## src/design/pte_pkg.sv

```systemverilog
// constants and types of the pci target termination and error logging block
package pte_pkg;

  // data path and fifo geometry
  localparam int          DW         = 32;
  localparam int          FIFO_DEPTH = 8;
  localparam int          PTR_W      = 3;
  localparam int          CNT_W      = 4;
  localparam logic [3:0]  FIFO_SLOTS = 4'h8;
  localparam logic [3:0]  LINE_SHORT = 4'h4;
  localparam logic [3:0]  LINE_LONG  = 4'h8;
  localparam logic [1:0]  CLINE_LONG = 2'h2;
  localparam int          INT_W      = 3;

  // register byte offsets (low address byte)
  localparam logic [7:0]  OFS_MISC     = 8'h00;
  localparam logic [7:0]  OFS_ERR_CS   = 8'h04;
  localparam logic [7:0]  OFS_ERR_ADDR = 8'h08;
  localparam logic [7:0]  OFS_ERR_DATA = 8'h0c;
  localparam logic [7:0]  OFS_INTERRUPT_CONTROL_REG  = 8'h10;
  localparam logic [7:0]  OFS_INT_STAT = 8'h14;
  localparam logic [7:0]  OFS_INT_DIR  = 8'h18;

  // field positions
  localparam int          MISC_POSTED_WRITE_ENABLE    = 0;
  localparam int          MISC_CLINE   = 1;
  localparam int          ERR_EN       = 0;
  localparam int          ERR_FLAG     = 1;
  localparam int          ERR_CODE     = 4;
  localparam int          ERR_SIZE     = 8;
  localparam int          INT_ERRLOG   = 0;
  localparam int          INT_ABORT    = 1;
  localparam int          INT_DROP     = 2;
  localparam int          DIR_ROUTE    = 0;

  // local bus termination codes
  typedef enum logic [1:0] {
    LB_OK,
    LB_ERR,
    LB_RETRY
  } pte_lbresp_t;

  // one queued posted write
  typedef struct packed {
    logic [DW-1:0] addr;
    logic [DW-1:0] data;
    logic [3:0]    code;
    logic [1:0]    size;
  } pte_ent_t;

  // number of free entries a first write phase needs
  function automatic logic [3:0] lineWords(input logic [1:0] cline);
    lineWords = (cline == CLINE_LONG) ? LINE_LONG : LINE_SHORT;
  endfunction

endpackage

```

## src/design/pte_target_term.sv

```systemverilog
// pci target termination, posted write queue and local bus error logging
//
// Local design decisions: the address map and the APB slave port.
`timescale 1ns/1ps

//////////////////////////////////////////////////////////////////////////////
// Operation
// retry: stop asserted, trdy deasserted, no data moves
// posted write first phase retried if fifo lacks cacheline free entries
// any access retried while a delayed transaction is outstanding
// burst read retried until its local bus read terminated
// write retried while a read is incomplete on its destination bus
// abort: stop asserted with devsel deasserted
// reads, delayed writes retried until local bus done, then translated
// local normal gives completion, local error gives target abort
// local retry hidden; keep retrying pci until normal or error
// posted write pci termination independent of local outcome
// logging on and posted write error: capture code, size, set flag
// logged error latches failing address and data
// flag set with logging: fifo and target path frozen until cleared
// logging off: failing posted write dropped, queue continues
// error log interrupt only when its enable bit is set
// error interrupt routed to local or pci side by route bit
// flag cleared by software write; captured values stay until then
module pte_target_term (
  // clock and reset
  input  wire  logic                  mclk,
  input  wire  logic                  rst,
  // apb slave
  input  wire  logic                  psel,
  input  wire  logic                  penable,
  input  wire  logic                  pwrite,
  input  wire  logic [31:0]           paddr,
  input  wire  logic [31:0]           pwdata,
  output logic                        pready,
  output logic                        pslverr,
  output logic [31:0]                 prdata,
  // pci target attempt, one pulse per address phase
  input  wire  logic                  reqValid,
  input  wire  logic                  reqWrite,
  input  wire  logic                  reqFirst,
  input  wire  logic [pte_pkg::DW-1:0] reqAddr,
  input  wire  logic [pte_pkg::DW-1:0] reqData,
  input  wire  logic [3:0]            reqCode,
  input  wire  logic [1:0]            reqSize,
  input  wire  logic                  otherReadBusy,
  // pci termination, active low, valid one cycle after the attempt
  output logic                        stopN,
  output logic                        trdyN,
  output logic                        devselN,
  output logic [pte_pkg::DW-1:0]      respData,
  // local processor bus master
  output logic                        lbReq,
  output logic                        lbWrite,
  output logic [pte_pkg::DW-1:0]      lbAddr,
  output logic [pte_pkg::DW-1:0]      lbData,
  output logic [3:0]                  lbCode,
  output logic [1:0]                  lbSize,
  input  wire  logic                  lbAck,
  input  wire  pte_pkg::pte_lbresp_t  lbResp,
  input  wire  logic [pte_pkg::DW-1:0] lbRdata,
  // interrupts
  output logic                        irqLocal,
  output logic                        irqPci
);
  import pte_pkg::*;

  typedef enum logic [1:0] {D_IDLE, D_RUN, D_DONE} pte_dly_t;
  typedef enum logic [1:0] {L_IDLE, L_POST, L_DLY} pte_lb_t;
  typedef enum logic [1:0] {T_NONE, T_DONE, T_RETRY, T_ABORT} pte_term_t;

  typedef struct packed {
    logic                  posted_write_enable;
    logic [1:0]            cline;
    logic                  logEn;
    logic                  errFlag;
    logic [3:0]            errCode;
    logic [1:0]            errSize;
    logic [DW-1:0]         errAddr;
    logic [DW-1:0]         errData;
    logic [INT_W-1:0]      intMask;
    logic [INT_W-1:0]      intStat;
    logic                  route;
    pte_dly_t              dState;
    logic                  dWrite;
    logic [DW-1:0]         dAddr;
    logic [DW-1:0]         dData;
    logic [3:0]            dCode;
    logic [1:0]            dSize;
    logic                  dErr;
    logic [DW-1:0]         dRdata;
    pte_lb_t               lbState;
    logic                  lbReq;
    logic                  lbWrite;
    logic [DW-1:0]         lbAddr;
    logic [DW-1:0]         lbData;
    logic [3:0]            lbCode;
    logic [1:0]            lbSize;
    pte_ent_t [FIFO_DEPTH-1:0] fifo;
    logic [PTR_W-1:0]      wp;
    logic [PTR_W-1:0]      rp;
    logic [CNT_W-1:0]      cnt;
    logic                  stopN;
    logic                  trdyN;
    logic                  devselN;
    logic [DW-1:0]         respData;
    logic [31:0]           prdata;
  } pte_st_t;

  pte_st_t          s_r;
  pte_st_t          s_nxt;
  logic             frozen;
  logic [CNT_W-1:0] freeSlots;
  logic [CNT_W-1:0] needSlots;

  // pin pattern {stop, trdy, devsel} for each termination kind
  function automatic logic [2:0] termPins(input pte_term_t t);
    unique case (t)
      T_NONE:  termPins = 3'h7;
      T_DONE:  termPins = 3'h4;
      T_RETRY: termPins = 3'h2;
      T_ABORT: termPins = 3'h3;
    endcase
  endfunction

  // true for any mapped register offset
  function automatic logic regKnown(input logic [7:0] a);
    regKnown = (a == OFS_MISC) || (a == OFS_ERR_CS) ||
               (a == OFS_ERR_ADDR) || (a == OFS_ERR_DATA) ||
               (a == OFS_INTERRUPT_CONTROL_REG) || (a == OFS_INT_STAT) ||
               (a == OFS_INT_DIR);
  endfunction

  assign frozen    = s_r.errFlag & s_r.logEn;
  assign freeSlots = FIFO_SLOTS - s_r.cnt;
  assign needSlots = lineWords(s_r.cline);

  ////////////////////////////////////////////////////////////////////////////
  // next state
  always_comb begin
    logic      push;
    logic      pop;
    logic      match;
    pte_term_t term;
    push  = 1'b0;
    pop   = 1'b0;
    match = 1'b0;
    term  = T_NONE;
    s_nxt = s_r;

    // apb: read data latched in setup so it is stable in access
    if (psel && !penable && !pwrite) begin
      case (paddr[7:0])
        OFS_MISC:     s_nxt.prdata = {29'h0, s_r.cline, s_r.posted_write_enable};
        OFS_ERR_CS:   s_nxt.prdata = {22'h0, s_r.errSize, s_r.errCode,
                                      2'h0, s_r.errFlag, s_r.logEn};
        OFS_ERR_ADDR: s_nxt.prdata = s_r.errAddr;
        OFS_ERR_DATA: s_nxt.prdata = s_r.errData;
        OFS_INTERRUPT_CONTROL_REG:  s_nxt.prdata = {29'h0, s_r.intMask};
        OFS_INT_STAT: s_nxt.prdata = {29'h0, s_r.intStat};
        OFS_INT_DIR:  s_nxt.prdata = {31'h0, s_r.route};
        default:      s_nxt.prdata = 32'h0;
      endcase
    end
    if (psel && penable) begin
      if (pwrite) begin
        case (paddr[7:0])
          OFS_MISC: begin
            s_nxt.posted_write_enable  = pwdata[MISC_POSTED_WRITE_ENABLE];
            s_nxt.cline = pwdata[MISC_CLINE +: 2];
          end
          OFS_ERR_CS: begin
            s_nxt.logEn = pwdata[ERR_EN];
            if (pwdata[ERR_FLAG])
              s_nxt.errFlag = 1'b0;
          end
          OFS_INTERRUPT_CONTROL_REG: s_nxt.intMask = pwdata[INT_W-1:0];
          OFS_INT_DIR: s_nxt.route   = pwdata[DIR_ROUTE];
          default: ;
        endcase
      end else if (paddr[7:0] == OFS_INT_STAT) begin
        // clear only what was shown, a newer event survives the read
        s_nxt.intStat = s_r.intStat & ~s_r.prdata[INT_W-1:0];
      end
    end

    // pci attempt decision, first matching cause wins
    if (reqValid) begin
      match = (s_r.dWrite == reqWrite) && (s_r.dAddr == reqAddr);
      if (frozen) begin
        term = T_RETRY;
      end else if (reqWrite && otherReadBusy) begin
        // a write never overtakes a read still open on its far bus
        term = T_RETRY;
      end else if (s_r.dState == D_DONE && match) begin
        term = s_r.dErr ? T_ABORT : T_DONE;
        s_nxt.respData = s_r.dRdata;
        s_nxt.dState   = D_IDLE;
        if (s_r.dErr)
          s_nxt.intStat[INT_ABORT] = 1'b1;
      end else if (s_r.dState != D_IDLE) begin
        term = T_RETRY;
      end else if (reqWrite && s_r.posted_write_enable) begin
        if ((reqFirst && freeSlots < needSlots) || freeSlots == '0) begin
          term = T_RETRY;
        end else begin
          push = 1'b1;
          term = T_DONE;
          s_nxt.fifo[s_r.wp] = '{addr: reqAddr, data: reqData,
                                 code: reqCode, size: reqSize};
        end
      end else begin
        // open a delayed read or delayed write and retry meanwhile
        term          = T_RETRY;
        s_nxt.dState  = D_RUN;
        s_nxt.dWrite  = reqWrite;
        s_nxt.dAddr   = reqAddr;
        s_nxt.dData   = reqData;
        s_nxt.dCode   = reqCode;
        s_nxt.dSize   = reqSize;
      end
    end
    {s_nxt.stopN, s_nxt.trdyN, s_nxt.devselN} = termPins(term);

    // local bus master; queued posted writes go before delayed ones
    unique case (s_r.lbState)
      L_IDLE: begin
        if (s_r.cnt != '0 && !frozen) begin
          s_nxt.lbState = L_POST;
          s_nxt.lbReq   = 1'b1;
          s_nxt.lbWrite = 1'b1;
          s_nxt.lbAddr  = s_r.fifo[s_r.rp].addr;
          s_nxt.lbData  = s_r.fifo[s_r.rp].data;
          s_nxt.lbCode  = s_r.fifo[s_r.rp].code;
          s_nxt.lbSize  = s_r.fifo[s_r.rp].size;
        end else if (s_r.dState == D_RUN && s_r.cnt == '0 && !frozen) begin
          s_nxt.lbState = L_DLY;
          s_nxt.lbReq   = 1'b1;
          s_nxt.lbWrite = s_r.dWrite;
          s_nxt.lbAddr  = s_r.dAddr;
          s_nxt.lbData  = s_r.dData;
          s_nxt.lbCode  = s_r.dCode;
          s_nxt.lbSize  = s_r.dSize;
        end
      end
      L_POST: begin
        if (lbAck && lbResp != LB_RETRY) begin
          pop           = 1'b1;
          s_nxt.lbReq   = 1'b0;
          s_nxt.lbState = L_IDLE;
          if (lbResp == LB_ERR && s_r.logEn) begin
            s_nxt.errFlag = 1'b1;
            s_nxt.errCode = s_r.lbCode;
            s_nxt.errSize = s_r.lbSize;
            s_nxt.errAddr = s_r.lbAddr;
            s_nxt.errData = s_r.lbData;
            s_nxt.intStat[INT_ERRLOG] = 1'b1;
          end else if (lbResp == LB_ERR) begin
            s_nxt.intStat[INT_DROP] = 1'b1;
          end
        end
      end
      L_DLY: begin
        // a local retry keeps the request up and is not passed on
        if (lbAck && lbResp != LB_RETRY) begin
          s_nxt.lbReq   = 1'b0;
          s_nxt.lbState = L_IDLE;
          s_nxt.dState  = D_DONE;
          s_nxt.dErr    = (lbResp == LB_ERR);
          s_nxt.dRdata  = lbRdata;
        end
      end
      default: s_nxt.lbState = L_IDLE;
    endcase

    // queue pointers
    if (push)
      s_nxt.wp = PTR_W'(s_r.wp + 1'b1);
    if (pop)
      s_nxt.rp = PTR_W'(s_r.rp + 1'b1);
    s_nxt.cnt = CNT_W'(s_r.cnt + {3'h0, push} - {3'h0, pop});
  end

  ////////////////////////////////////////////////////////////////////////////
  // state register
  always_ff @(posedge mclk or posedge rst) begin
    if (rst) begin
      s_r         <= '0;
      s_r.stopN   <= 1'b1;
      s_r.trdyN   <= 1'b1;
      s_r.devselN <= 1'b1;
    end else begin
      s_r <= s_nxt;
    end
  end

  ////////////////////////////////////////////////////////////////////////////
  // outputs; the apb slave never waits
  assign pready   = 1'b1;
  assign pslverr  = psel & penable & ~regKnown(paddr[7:0]);
  assign prdata   = s_r.prdata;
  assign stopN    = s_r.stopN;
  assign trdyN    = s_r.trdyN;
  assign devselN  = s_r.devselN;
  assign respData = s_r.respData;
  assign lbReq    = s_r.lbReq;
  assign lbWrite  = s_r.lbWrite;
  assign lbAddr   = s_r.lbAddr;
  assign lbData   = s_r.lbData;
  assign lbCode   = s_r.lbCode;
  assign lbSize   = s_r.lbSize;
  // one level, steered to one side only
  assign irqLocal = |(s_r.intStat & s_r.intMask) & ~s_r.route;
  assign irqPci   = |(s_r.intStat & s_r.intMask) & s_r.route;
endmodule

```

## config.mk

```make
export PLATFORM = sky130hd
export DESIGN_NAME = pte_target_term
export DESIGN_NICKNAME = d
export VERILOG_FILES = /design/src/design/pte_pkg.sv /design/src/design/pte_target_term.sv
export SDC_FILE = /design/constraint.sdc
export NUM_CORES = 2
export LEC_CHECK = 0
export BUFFER_PORTS_ARGS = -buffer_cell sky130_fd_sc_hd__buf_4
export CAP_MARGIN = 20
export CORE_MARGIN = 5
export CORE_UTILIZATION = 45
export DETAILED_ROUTE_END_ITERATION = 10
export MAX_ROUTING_LAYER = met4
export PLACE_DENSITY = 0.63
export SETUP_SLACK_MARGIN = 0.15
export SYNTH_ARGS = -nofsm -noshare
export SYNTH_HDL_FRONTEND = slang
export SYNTH_SLANG_ARGS = --single-unit
```

## constraint.sdc

```tcl
create_clock -name mclk -period 35.2 [get_ports mclk]
set_input_delay 5.28 -clock mclk [delete_from_list [all_inputs] [get_ports mclk]]
set_output_delay 5.28 -clock mclk [all_outputs]
set_load 0.005 [all_outputs]
```

==> results.py <==
metrics = {
    "logic_synthesis": {
        "ys_types": 59,
        "synth_nets": 3045,
        "synth_ff_type": "dfrtp_1",
        "synthCells": 2850,
        "ys_seq_area_frac": 0.5520,
        "synth_seq_cells": 899,
        "yosys_warnings": 0,
        "ys_async_sr_fraction": 1.000,
        "synth_area_leaders": "dfrtp_1 (55%), mux2_2 (20%), mux4_2 (7.7%), mux2_4 (2.6%), buf_4 (2.5%)",
        "synth_edf_count": 0,
        "netlist_area_mm2": 0.04076,
        "synth_top_area_cell": "dfrtp_1",
        "avgSynthCellArea_um2": 14.30,
        "synth.top_cell.area_share": 0.5500,
    },
    "worst_setup_path": {
        "r2r_slack_ns": 31.08,
        "reg2reg_from": "s_r[68]",
        "timing.rr.end": "s_r[583]",
        "startpoint": "paddr[7]",
        "endpoint_kind": "output port",
        "crit_end": "pslverr",
        "crit_type": "input pin to output port",
        "worstPathRequired_ns": 29.92,
        "reg2regPathDepth": 10,
        "worstPathMaxFanout": 5,
        "cp.arrival_ns": 6.63,
        "critPathLaunchType": "input pin",
    },
    "routing": {
        "wl_per_cell_um": 25.72,
        "first_iter_violations": 1681,
        "ant_nets": 0,
        "drt_first_pass_iters": 5,
        "drt_wl_total_um": 107600,
        "viasPerCell": 5.694,
        "drc_errors": 0,
        "num_vias": 23820,
    },
    "sta": {
        "skew_ns": 0.03251,
        "hold_violations": 0,
        "worstMarginPinSlew_ns": 1.082,
        "min_period_ns": 11.91,
        "slew_headroom": 0.2788,
        "tns_ns": 0,
        "rsz0062_at_grt": "false",
        "layout_worst_path_cycle_share": 0.3384,
        "setup_viol": 0,
        "slew_viol_final": 0,
        "max_freq_ghz": 0.08396,
    },
    "clock_tree": {
        "worstSkewPairLatency_ns": 0.67,
        "htree_levels": 3,
        "tritoncts": "built",
        "hold_buffers": 0,
        "numClockSinks": 899,
        "post_cts_buffers": 0,
        "cts_buffers": 97,
        "cts_resized": 0,
        "cts_root_buf": "clkbuf_16",
        "clkTransAtPathRegs_ns": 0.06,
        "cts_buffer_depth": 3,
    },
    "floorplan": {
        "fp.dieW_um": 311.0,
        "row_count": 110,
        "start_util": 0.4529,
        "die-area_mm2": 0.09670,
        "die_h_um": 311.0,
        "core-area_mm2": 0.09001,
        "io_pins": 321,
    },
    "min_path": {
        "hold_class": "register to register",
        "hp-start": "prdata[25]",
    },
    "global_route": {
        "antenna_found_initial": 14,
        "gr-total-overflow": 0,
        "grt_pass1_vias": 25381,
        "grt_max_degree": 164,
        "grt_pass1_wl_um": 165100,
        "grt_usage": 0.2280,
    },
    "power": {
        "ir_worst_vdd_mv": 0.05840,
        "p_clk_frac": 0.412,
        "power.density_mw_per_mm2": 53.48,
        "p_sw_frac": 0.2740,
        "power.leakage_nw": 22.89,
        "p_int_mw": 1.790,
        "p_comb_frac": 0.142,
        "p_sw_uw": 675.2,
        "p_seq_frac": 0.446,
    },
    "flow_run": {
        "maxCapViolations": 0,
    },
    "outcome": {
        "status": "finished, final reports clean",
    },
    "layout": {
        "final_cell_area_mm2": 0.04609,
        "nNetsFinal": 3115,
        "area_growth_pct": 13.06,
        "layout-drive-gt1-share": 0.4711,
    },
    "placed_design": {
        "portBuffers": 266,
        "place_hpwl_um": 68220,
        "gp_congestion": 0.8483,
        "dpl_cell_area_mm2": 0.04273,
    },
}
how the worst min path moves through the flow:
stage | to | slack [ns] | cells after the start
final | prdata[25] | 0.49 | 2
after global routing | s_r[522] | 0.51 | 1
after CTS | prdata[18] | 0.49 | 2
after detailed placement | prdata[19] | 0.48 | 2
after global placement | prdata[4] | 0.47 | 2
after floorplan | prdata[10] | 0.45 | 2
cells in the final DEF (no fill, tap or decap), types with 4 or more instances in the layout:
cell       netlist  final
mux4_2         140    140
a22o_1           6      5
nor3_1          10      6
dfrtp_1        896    893
nor3_2           0      4
clkbuf_1       123     18
mux2_4          70     70
buf_4          135    301
buf_12           7      4
a22oi_1         32     32
clkbuf_8         0     28
diode_2          0     14
nand4_1         13     13
clkbuf_16        0    100
nor2_1          88     88
nand2b_1        17     17
nor4_1           9      8
mux2_2         713    713
nand2_1        124    122
xnor2_1         25     25
a21oi_1         73     73
o21ai_0        107    107
ha_1            16     16
inv_1           22     21
nand3_1         12      9
o2111ai_1        4      4
mux2i_1         75     75
nor2b_1         11     11
clkinv_2         0     18
cell usage after synthesis (4+ instances only):
cell type	instances
buf_2	36
nor2_1	88
nor3_1	10
buf_4	135
a22oi_1	32
o21ai_0	107
buf_12	7
mux2_4	70
a22o_1	6
a21oi_1	73
nand2_1	124
nor2b_1	11
inv_1	22
o2111ai_1	4
xnor2_1	25
nand4_1	13
ha_1	16
mux4_2	140
nor4_1	9
clkbuf_1	123
mux2_2	713
dfrtp_1	896
buf_1	35
nand2b_1	17
nand3_1	12
mux2i_1	75
state kept, by name, summed over array words and instances, names as in the netlist, 2 cells and up:
signal    flops
lbData       32
lbCode        4
prdata       32
respData     32
lbSize        2
lbAddr       32
s_r         760
cell families after synthesis:
| group | after synthesis | synth area share |
|---|---|---|
| AO/OA/AOI/OAI | 242 | 0.03416 |
| multiplexers | 998 | 0.3185 |
| adder cells (fa/ha/maj) | 17 | 0.005402 |
| flip-flops | 899 | 0.5520 |
| AND/OR/NAND/NOR | 305 | 0.03398 |
| buffers and inverters | 360 | 0.04985 |
| XOR/XNOR | 28 | 0.006016 |
| other | 1 | 0.00009200 |
power by group through the flow:
stage / Sequential [mW] / Clock, mW / Combinational (mW)
6_report: 1.10 / 1.02 / 0.349
5_1_grt: 1.10 / 1.08 / 0.378
4_1_cts: 1.10 / 1.04 / 0.355
3_5_place_dp: 1.12 / 0 / 0.354
3_3_place_gp: 1.12 / 0 / 0.350
2_1_floorplan: 1.09 / 0 / 0.269
through the flow:
step                  util  hold WS, ns  std cells  power [mW]  setup WS, ns
global placement    0.4748       0.4727       3992       1.467         23.32
floorplan                -       0.4510       2850       1.354         4.653
finish              0.5120       0.4884       4183       2.465         23.29
global route        0.5120       0.5090       4182       2.564         23.22
CTS                 0.5104       0.4902       4164       2.495         23.29
detailed placement  0.4748       0.4751       3992       1.473         23.30
per-layer routing:
| metal | share of wire | global-route usage |
|---|---|---|
| met1 | 0.43 | 0.3020 |
| met2 | 0.47 | 0.3509 |
| met3 | 0.063 | 0.05048 |
| met4 | 0.037 | 0.08036 |
| met5 | 0 | - |
cell type report:
cell class,count,area [um2]
clock inverter,26,254.0
fill,7530,43920
antenna,14,35.03
tap,1176,1471
timing repair buffer,309,2427
sequential,899,22510
inverter,22,90.09
multi-input combinational,1591,16340
clock buffer,146,2955
critical path, cell delays in order:
cell     delay, ns
buf_4         0.10
or4_1         0.68
nor2_1        0.27
a21oi_1       0.12
buf_4         0.17
No activity file was read; power rests on OpenSTA's default activity.
